`src/verilog/motor_zone_pkg.sv`:
```
`default_nettype none
// ============================================================
// shared constants and carriers for the motor zone status bank
package motor_zone_pkg;
	// register addresses, as seen by the fieldbus register port
	localparam int ADDR_W = 10;
	localparam logic [ADDR_W-1:0] OFS_LEFT_SERVO_STATUS = 10'h00B;
	localparam logic [ADDR_W-1:0] OFS_RIGHT_SERVO_STATUS = 10'h010;
	localparam logic [ADDR_W-1:0] OFS_LEFT_PORT_OUTPUT_STATUS = 10'h03C;
	localparam logic [ADDR_W-1:0] OFS_LEFT_SERVO_POSITION = 10'h03E;
	localparam logic [ADDR_W-1:0] OFS_RIGHT_MOTOR_CURRENT = 10'h04F;
	localparam logic [ADDR_W-1:0] OFS_RIGHT_MOTOR_FREQUENCY = 10'h050;
	localparam logic [ADDR_W-1:0] OFS_RIGHT_MOTOR_TEMPERATURES = 10'h051;
	localparam logic [ADDR_W-1:0] OFS_RIGHT_MOTOR_FLAGS = 10'h052;
	localparam logic [ADDR_W-1:0] OFS_RIGHT_PORT_OUTPUT_STATUS = 10'h054;
	localparam logic [ADDR_W-1:0] OFS_RIGHT_SERVO_POSITION = 10'h056;
	localparam logic [ADDR_W-1:0] OFS_UPSTREAM_ZONE_STATE = 10'h086;
	localparam logic [ADDR_W-1:0] OFS_UPSTREAM_TRACKING_WORD_A = 10'h08B;
	localparam logic [ADDR_W-1:0] OFS_UPSTREAM_TRACKING_WORD_B = 10'h08C;
	localparam logic [ADDR_W-1:0] OFS_DOWNSTREAM_ZONE_STATE = 10'h0E8;
	localparam logic [ADDR_W-1:0] OFS_RIGHT_MOTOR_ACTUAL_SPEED = 10'h1FC;
	// ============================================================
	// field positions
	localparam int ROT_LSB = 0;
	localparam int DIGITAL_MODE_BIT = 2;
	localparam int HEALTH_LSB = 5;
	localparam int SPEED_MSB = 13;
	localparam int SPEED_OVER_BIT = 14;
	localparam int SPEED_UNDER_BIT = 15;
	localparam int PORT_SHORT_BIT = 12;
	localparam int PORT_OVERCURRENT_BIT = 14;
	localparam int SERVO_DONE_BIT = 0;
	localparam int SERVO_RESET_ECHO_BIT = 1;
	localparam int SERVO_CMD1_ECHO_BIT = 2;
	localparam int SERVO_CMD_RESET_BIT = 0;
	localparam int SERVO_CMD_BIT1 = 1;
	// ============================================================
	// values and limits
	localparam logic [15:0] RESET_WORD = 16'h0000;
	localparam int PORT_OUTPUT_LIMIT_MA = 1000;
	localparam logic [7:0] ZONE_CLEAR_STOPPED = 8'h01;
	localparam logic [7:0] ZONE_CLEAR_ACCEPTING = 8'h02;
	localparam logic [7:0] ZONE_BLOCKED_DISCHARGING = 8'h04;
	localparam logic [7:0] ZONE_BLOCKED_STOPPED = 8'h05;
	localparam logic [7:0] ZONE_BUSY = 8'h06;
	// rotation state, two bits of the motor flags word
	typedef enum logic [1:0] {
		ROT_STOPPED = 2'h0,
		ROT_COUNTER_CLOCKWISE = 2'h1,
		ROT_CLOCKWISE = 2'h2,
		ROT_FREE_STOP = 2'h3
	} rotation_type;
	// fault flags, bit 5 up to bit 15 of the motor flags word
	typedef struct packed {
		logic notUsed;
		logic sensorError;
		logic stalled;
		logic overloaded;
		logic notConnected;
		logic shortCircuit;
		logic overCurrent;
		logic motorOverheat;
		logic lowVoltage;
		logic overVoltage;
		logic boardOverheat;
	} motor_health_type;
	// what a neighbour module reports about its zone
	typedef struct packed {
		logic estopActive;
		logic sensorBlocked;
		logic motorRunning;
	} zone_report_type;
	// servo feedback of one motor
	typedef struct packed {
		logic signed [15:0] position;
		logic done;
	} servo_feedback_type;
endpackage
`default_nettype wire

```
`src/verilog/motor_zone_status_regs.sv`:
```
// What this block does
// RL1: report right motor current in milliamperes
// RL2: report right motor electrical frequency in hertz
// RL3: motor temperature high byte, module low
// RL4: flags read-only; bits 0-1 rotation, bit2 digital
// RL5: bits 3-4 reserved; 5,6,7 board/voltage faults
// RL6: bits 8,9,10 overheat, overcurrent, short
// RL7: bits 11-15 unconnected, overload, stall, sensor, unused
// RL8: speed bits 0-13, mm/s or rpm times ten
// RL9: speed bit 14 when command above maximum
// RL10: speed bit 15 when command below minimum
// RL11: port status read-only; bit 12 short
// RL12: port bit 14 when output exceeds 1 A
// RL13: zone code 01 clear stopped, 02 accepting
// RL14: zone code 04 discharging, 05 blocked stopped
// RL15: zone code 06 busy during emergency stop
// RL16: two tracking words of upstream carton
// RL17: neighbour words frozen while links cleared
// RL18: servo position signed, relative to zero
// RL19: servo bit 0 set when run complete
// RL20: servo bit 1 echoes command bit 0
// RL21: servo bit 2 echoes command bit 1
// RL22: rotation 00 stop,01 ccw,10 cw,11 free
// RL23: run speed clamped between minimum and maximum
// RL24: host writes ignored, values unchanged
`timescale 1ns/1ns
`default_nettype none
module motor_zone_status_regs
	import motor_zone_pkg::*;
#(
	parameter int PORT_OUTPUTS = 2 // motor port pins usable as outputs
) (
	input wire logic clk,
	input wire logic rst_b,
	// fieldbus register port
	input wire logic [ADDR_W-1:0] regAddr,
	input wire logic regRead,
	input wire logic regWrite,
	input wire logic [15:0] regWriteData,
	output logic [15:0] regReadData,
	output logic regAck,
	// right motor measurements from firmware
	input wire logic [15:0] currentMa,
	input wire logic [15:0] frequencyHz,
	input wire logic [7:0] motorTempC,
	input wire logic [7:0] moduleTempC,
	input wire rotation_type rotation,
	input wire logic portDigitalMode,
	input wire motor_health_type health,
	input wire logic [SPEED_MSB:0] measuredSpeed,
	input wire logic [15:0] commandedSpeed,
	input wire logic [15:0] motorMaxSpeed,
	input wire logic [15:0] motorMinSpeed,
	// motor port outputs, index 0 left port, 1 right port
	input wire logic [1:0][PORT_OUTPUTS-1:0] outputShort,
	input wire logic [1:0][PORT_OUTPUTS-1:0][15:0] outputCurrentMa,
	// neighbour modules
	input wire logic linksKept,
	input wire logic upstreamUpdate,
	input wire zone_report_type upstreamReport,
	input wire logic [15:0] upstreamTrackA,
	input wire logic [15:0] upstreamTrackB,
	input wire logic downstreamUpdate,
	input wire zone_report_type downstreamReport,
	// servo, index 0 left, 1 right
	input wire servo_feedback_type [1:0] servoFeedback,
	input wire logic [1:0][15:0] servoCommand,
	// speed the motor drive is told to run at
	output logic [15:0] appliedSpeed
);
	// ============================================================
	// stored status words
	logic [15:0] rightCurrent; // milliamperes
	logic [15:0] rightFrequency; // hertz
	logic [15:0] rightTemps; // motor byte over module byte
	logic [15:0] rightFlags; // rotation, mode and fault bits
	logic [15:0] rightSpeed; // measured speed with range flags
	// unpacked so that each generate branch drives its own variable
	logic [15:0] portStatus [2]; // per motor port
	logic [15:0] servoStatus [2]; // per motor
	logic [15:0] servoPosition [2]; // per motor, signed
	logic [15:0] upstreamZone;
	logic [15:0] downstreamZone;
	logic [15:0] trackA;
	logic [15:0] trackB;

	// ============================================================
	// combinational next values
	logic speedOver; // command above motor capability
	logic speedUnder; // command below motor capability
	logic [15:0] next_appliedSpeed;
	logic [15:0] next_rightFlags;
	logic [15:0] next_rightSpeed;
	logic [15:0] next_upstreamZone;
	logic [15:0] next_downstreamZone;
	logic upstreamTake; // neighbour word may be refreshed
	logic downstreamTake;

	// zone code from a neighbour report; busy overrides the sensor
	function automatic logic [7:0] zoneCode(input zone_report_type r);
		logic [7:0] code;
		code = ZONE_CLEAR_STOPPED; // [RL13]
		if (r.estopActive) begin
			code = ZONE_BUSY; // [RL15]
		end else if (r.sensorBlocked) begin
			code = r.motorRunning ? ZONE_BLOCKED_DISCHARGING : ZONE_BLOCKED_STOPPED; // [RL14]
		end else if (r.motorRunning) begin
			code = ZONE_CLEAR_ACCEPTING; // [RL13]
		end
		return code;
	endfunction

	// range check of the set speed against the motor's limits
	assign speedOver = commandedSpeed > motorMaxSpeed; // [RL9]
	assign speedUnder = commandedSpeed < motorMinSpeed; // [RL10]
	// out-of-range commands run at the nearest limit instead of faulting
	assign next_appliedSpeed = speedOver ? motorMaxSpeed : (speedUnder ? motorMinSpeed : commandedSpeed); // [RL23]
	assign next_rightSpeed = {speedUnder, speedOver, measuredSpeed}; // [RL8] [RL9] [RL10]
	// reserved bits 3 and 4 always read zero
	assign next_rightFlags = {health, 2'b00, portDigitalMode, rotation}; // [RL4] [RL5] [RL6] [RL7] [RL22]
	// neighbour words move only while the links are kept
	assign upstreamTake = linksKept && upstreamUpdate; // [RL17]
	assign downstreamTake = linksKept && downstreamUpdate; // [RL17]
	assign next_upstreamZone = {8'h00, zoneCode(upstreamReport)};
	assign next_downstreamZone = {8'h00, zoneCode(downstreamReport)};

	// ============================================================
	// right motor snapshot, refreshed every cycle
	always_ff @(posedge clk) begin
		if (!rst_b) begin
			rightCurrent <= RESET_WORD;
			rightFrequency <= RESET_WORD;
			rightTemps <= RESET_WORD;
			rightFlags <= RESET_WORD;
			rightSpeed <= RESET_WORD;
			appliedSpeed <= RESET_WORD;
		end else begin
			rightCurrent <= currentMa; // [RL1]
			rightFrequency <= frequencyHz; // [RL2]
			rightTemps <= {motorTempC, moduleTempC}; // [RL3]
			rightFlags <= next_rightFlags; // [RL4]
			rightSpeed <= next_rightSpeed; // [RL8]
			appliedSpeed <= next_appliedSpeed; // [RL23]
		end
	end

	// ============================================================
	// per-port output checks and per-motor servo words
	genvar m;
	generate
		for (m = 0; m < 2; m++) begin : g_motor
			logic [PORT_OUTPUTS-1:0] overLimit; // output above one ampere
			genvar o;
			for (o = 0; o < PORT_OUTPUTS; o++) begin : g_out
				assign overLimit[o] = outputCurrentMa[m][o] > 16'(PORT_OUTPUT_LIMIT_MA); // [RL12]
			end
			// status words track their sources each cycle
			always_ff @(posedge clk) begin
				if (!rst_b) begin
					portStatus[m] <= RESET_WORD;
					servoStatus[m] <= RESET_WORD;
					servoPosition[m] <= RESET_WORD;
				end else begin
					portStatus[m] <= RESET_WORD;
					portStatus[m][PORT_SHORT_BIT] <= |outputShort[m]; // [RL11]
					portStatus[m][PORT_OVERCURRENT_BIT] <= |overLimit; // [RL12]
					servoStatus[m] <= RESET_WORD;
					servoStatus[m][SERVO_DONE_BIT] <= servoFeedback[m].done; // [RL19]
					servoStatus[m][SERVO_RESET_ECHO_BIT] <= servoCommand[m][SERVO_CMD_RESET_BIT]; // [RL20]
					servoStatus[m][SERVO_CMD1_ECHO_BIT] <= servoCommand[m][SERVO_CMD_BIT1]; // [RL21]
					servoPosition[m] <= servoFeedback[m].position; // [RL18]
				end
			end
		end
	endgenerate

	// ============================================================
	// neighbour zone words, held between updates
	always_ff @(posedge clk) begin
		if (!rst_b) begin
			upstreamZone <= RESET_WORD;
			downstreamZone <= RESET_WORD;
			trackA <= RESET_WORD;
			trackB <= RESET_WORD;
		end else begin
			if (upstreamTake) begin
				upstreamZone <= next_upstreamZone; // [RL13]
				trackA <= upstreamTrackA; // [RL16]
				trackB <= upstreamTrackB; // [RL16]
			end
			if (downstreamTake) begin
				downstreamZone <= next_downstreamZone; // [RL14]
			end
		end
	end

	// ============================================================
	// register port: read decode, writes are answered and dropped
	logic [15:0] readMux;
	always_comb begin
		unique case (regAddr)
			OFS_LEFT_SERVO_STATUS: readMux = servoStatus[0];
			OFS_RIGHT_SERVO_STATUS: readMux = servoStatus[1];
			OFS_LEFT_PORT_OUTPUT_STATUS: readMux = portStatus[0];
			OFS_LEFT_SERVO_POSITION: readMux = servoPosition[0];
			OFS_RIGHT_MOTOR_CURRENT: readMux = rightCurrent;
			OFS_RIGHT_MOTOR_FREQUENCY: readMux = rightFrequency;
			OFS_RIGHT_MOTOR_TEMPERATURES: readMux = rightTemps;
			OFS_RIGHT_MOTOR_FLAGS: readMux = rightFlags;
			OFS_RIGHT_PORT_OUTPUT_STATUS: readMux = portStatus[1];
			OFS_RIGHT_SERVO_POSITION: readMux = servoPosition[1];
			OFS_UPSTREAM_ZONE_STATE: readMux = upstreamZone;
			OFS_UPSTREAM_TRACKING_WORD_A: readMux = trackA;
			OFS_UPSTREAM_TRACKING_WORD_B: readMux = trackB;
			OFS_DOWNSTREAM_ZONE_STATE: readMux = downstreamZone;
			OFS_RIGHT_MOTOR_ACTUAL_SPEED: readMux = rightSpeed;
			// unmapped addresses read as zero
			default: readMux = RESET_WORD;
		endcase
	end

	// answer one cycle after the strobe; write data never reaches a word
	always_ff @(posedge clk) begin
		if (!rst_b) begin
			regReadData <= RESET_WORD;
			regAck <= 1'b0;
		end else begin
			regAck <= regRead || regWrite; // [RL24]
			regReadData <= regRead ? readMux : RESET_WORD; // [RL24]
		end
	end
endmodule // motor_zone_status_regs
`default_nettype wire

```
`config.mk`:
```
export PLATFORM = sky130hd
export DESIGN_NAME = motor_zone_status_regs
export DESIGN_NICKNAME = d
export VERILOG_FILES = /design/src/verilog/motor_zone_pkg.sv /design/src/verilog/motor_zone_status_regs.sv
export SDC_FILE = /design/constraint.sdc
export NUM_CORES = 1
export LEC_CHECK = 0
export BUFFER_PORTS_ARGS = -buffer_cell sky130_fd_sc_hd__buf_2
export CORE_AREA = 4 4 139 141
export DETAILED_ROUTE_END_ITERATION = 10
export DIE_AREA = 0 0 143 145
export HOLD_SLACK_MARGIN = 0.06
export PLACE_DENSITY_LB_ADDON = 0.25
export SLEW_MARGIN = 40
export SYNTH_ARGS = -nofsm -noshare
export SYNTH_HDL_FRONTEND = slang
export SYNTH_SLANG_ARGS = --single-unit
```
`constraint.sdc`:
```
create_clock -name clk -period 2.5 [get_ports clk]
set_input_delay 0.25 -clock clk [delete_from_list [all_inputs] [get_ports clk]]
set_output_delay 0.25 -clock clk [all_outputs]
set_load 0.01 [all_outputs]
```
==> impl_metrics.csv <==
group,metric,value,unit
outcome,status,"completed",
synth,ys_warn_count,0,
drt,drt_first_iter_violations,660,
synth,syn-cell-area,0.00807,sq mm
timing,skew,0.0116,ns
grt,grt_pass1_vias,8607,
critical_path,start_kind,"input pin",
critical_path,cp_num_buf_inv,2,
finish,nFillCells,1401,
worst_hold_path,hold_depth,3,
timing,finalSetupTns,0,ns
critical_path,cp.arrival,2.29,ns
drt,totalWireLength,29.3,mm
power_and_ir_drop,max-vdd-ir-drop,0.461,mV
finish,area_delta_synth_final,48.5,%
critical_path,cp_cell_sequence,"buf_2 -> ha_1 -> nor2b_1 -> o211ai_1 -> a21oi_1 -> o311ai_2 -> and2_1 -> buf_4 -> a211oi_1",
critical_path,crit_start,"commandedSpeed[1]",
clock_network,worst_setup_hold_path_clk_slew,0.07,ns
synth,synth.area.top_cells,"dfxtp_1 (47%), and2_1 (9.1%), ha_1 (4.8%), a21oi_1 (4.7%), nand2_1 (4.0%)",
clock_network,clock-sinks,191,
synth,syn_nets,1224,
critical_path,path_class,"in -> reg",
power_and_ir_drop,p_per_area,599,mW/mm^2
finish,num-nets-final,1675,
drt,drc,0,
critical_path,cp_top_family,"compound AO/OA/AOI/OAI gates",
timing,period_minus_slack,1.97,ns
die,pin_count,362,
finish,finalCoreUtilization,66.7,%
worst_hold_path,hold_start,"upstreamTrackB[13]",
clock_network,cts_made_buffers,17,
clock_network,ctsHtreeMaxLevel,4,
synth,ys_seq_area_share,47.4,%
critical_path,cpMaxStageDelayCell,"o311ai_2",
power_and_ir_drop,power,7.18,mW
critical_path,crit_fanout,11,
die,core-area,0.0180,sq mm
timing,rsz0062_at_grt,"no",
drt,viasPerCell,5.33,
synth,synth-seq-cells,191,
critical_path,cp-end-kind,"flip-flop",
clock_network,root_buffer,"clkbuf_16",
clock_network,clk_latency,0.43,ns
worst_hold_path,hp-class,"in -> reg",
critical_path,rr_startpoint,"rightFlags[10]",
placed_design,post-place-cells,1397,
placed_design,port_buffers,317,
die,dieArea,0.0207,sq mm
grt,grt_usage,27.5,%
timing,slew_viol_final,0,
synth,synth.largest_area_cell,"dfxtp_1",
synth,synth.avg_cell_area,9.34,sq um
finish,final_area,0.0120,sq mm
critical_path,max_stage_delay,0.63,ns
die,initial_utilization,44.9,%
synth,synth_edf_count,0,
placed_design,dpl_cell_area,0.0101,sq mm
grt,antenna_found_initial,4,
grt,grt_pass1_wl,45.0,mm
die,rows,49,
critical_path,cp.depth,9,
clock_network,cts_tree,"done",
drt,num_vias,8310,
timing,slew_headroom,51.1,%
clock_network,clk_path_buf_depth,2,
synth,syn_inst,864,
drt,routedWlPerCell,18.8,um
finish,stdcell_count,1560,
grt,global_route.overflow_total,0,
critical_path,required,2.82,ns
synth,yosysUniqueCellTypes,65,
timing,finalHoldViolCount,0,
timing,fmax,507,MHz
placed_design,hpwl,21.4,mm
power_and_ir_drop,p_leak,5.38,nW
run,maxCapViolCount,0,
synth,synth_top_area_share,47.4,%
critical_path,rr_worst_depth,4,
timing,min_period_over_period,78.9,%
die,fp.dieW,143,um
drt,dr.pass1.iters,7,
synth,async_reset_ff_share,0,%
finish,drive_gt1_share,31.3,%
drt,antenna_left,0,
grt,grt_max_degree,53,
die,die_height,145,um
timing,tightest_slew,0.732,ns
synth,synth_ff_type,"dfxtp_1",
timing,setup_viol,0,
placed_design,finalWeightedCongestion,0.953,
stage by stage:
step                worst slack, ns  hold slack (ns)
floorplan                     0.304            0.366
global placement              0.119            0.441
detailed placement           0.0999            0.446
CTS                           0.552           0.0601
global route                  0.299           0.0641
finish                        0.527           0.0713
cell type report:
| type | instances | area [sq um] | share of cell area (%) |
|---|---|---|---|
| sequential | 191 | 3820 | 31.9 |
| tap | 229 | 287 | 2.39 |
| antenna | 4 | 10.0 | 0.0835 |
| clock buffer | 20 | 447 | 3.73 |
| inverter | 38 | 143 | 1.19 |
| clock inverter | 11 | 179 | 1.49 |
| timing repair buffer | 487 | 3210 | 26.8 |
| multi-input combinational | 580 | 3890 | 32.5 |
power by group:
group / leakage (nW) / total [mW] / internal (mW) / switching (mW)
combinational: 3.50 / 1.02 / 0.547 / 0.472
sequential: 1.58 / 3.27 / 3.21 / 0.0631
clock: 0.298 / 2.89 / 1.71 / 1.18
Yosys cell counts, drive strengths merged (2+ instances only):
| cell | number |
|---|---|
| dfxtp | 191 |
| and2 | 118 |
| a21oi | 86 |
| nand2 | 85 |
| clkbuf | 41 |
| inv | 37 |
| nor2 | 37 |
| ha | 31 |
| mux2i | 28 |
| a222oi | 19 |
| a211oi | 16 |
| nor3 | 16 |
| a22oi | 14 |
| buf | 14 |
| o21ai | 13 |
| and3 | 11 |
| nor4 | 10 |
| nand4 | 8 |
| a221oi | 7 |
| a22o | 7 |
| a31oi | 6 |
| a32oi | 6 |
| nand2b | 5 |
| o2111ai | 5 |
| nand3 | 4 |
| o22a | 4 |
| o31a | 4 |
| mux2 | 3 |
| nor2b | 3 |
| o311ai | 3 |
| a21boi | 2 |
| a21o | 2 |
| nor4b | 2 |
| nor4bb | 2 |
| o31ai | 2 |
| or2 | 2 |
| or4 | 2 |
cell families (layout without fill, tap and decap cells):
logic type | after synthesis | count (layout) | synth area share (%)
and+or+nand+nor | 311 | 311 | 21.0
AOI/OAI and AO/OA | 206 | 206 | 18.2
DFF | 191 | 191 | 47.4
buffers and inverters | 93 | 556 | 4.63
adders and majority gates | 31 | 31 | 4.80
muxes | 31 | 31 | 3.89
xor gates and xnor gates | 1 | 1 | 0.109
other | 0 | 4 | 0
flip-flops by register name (all words and copies together) (netlist names):
signal          cells
servoPosition      32
appliedSpeed       16
rightFlags         14
regAck              1
regReadData        16
portStatus          4
upstreamZone        3
rightCurrent       16
trackB             16
rightTemps         16
rightFrequency     16
trackA             16
servoStatus         6
downstreamZone      3
rightSpeed         16
path summary, 6_finish.rpt:
| path | to | slack (ns) |
|---|---|---|
| worst max-delay path | appliedSpeed[4] | 0.53 |
| worst min-delay path | trackB[13] | 0.07 |
| worst max register to register | regReadData[10] | 0.89 |
| worst min register to register | trackB[15] | 0.46 |
layout by cell type, fill, tap and decap left out, types with 8 or more instances in the layout:
| cell type | n |
|---|---|
| dfxtp_1 | 191 |
| nor3_1 | 15 |
| o21ai_0 | 13 |
| ha_1 | 31 |
| and2_1 | 118 |
| a222oi_1 | 19 |
| a21oi_1 | 76 |
| nand2_1 | 85 |
| nand4_1 | 8 |
| buf_2 | 317 |
| nor2_1 | 36 |
| and3_1 | 11 |
| a22oi_1 | 14 |
| dlygate4sd3_1 | 128 |
| clkbuf_16 | 17 |
| buf_4 | 40 |
| a211oi_1 | 16 |
| a21oi_2 | 10 |
| inv_1 | 37 |
| mux2i_1 | 28 |
per-layer routing:
metal / global-route usage, % / up-vias / wire length (um)
li1: - / 3971 / -
met1: 32.6 / 3839 / 11400
met2: 47.9 / 433 / 14400
met3: 6.25 / 65 / 2430
met4: 10.8 / 2 / 1080
met5: 0 / - / 12
worst min-delay path: stages:
cell,delay [ns]
buf_2,0.10
nand2_1,0.06
a21oi_1,0.05
timing repair:
action	in CTS	in global routing
hold buffers	126	2
hold endpoints to repair	126	2
resized for setup	0	0
buffers inserted	0	0
Power figures use the tool's default switching activity.
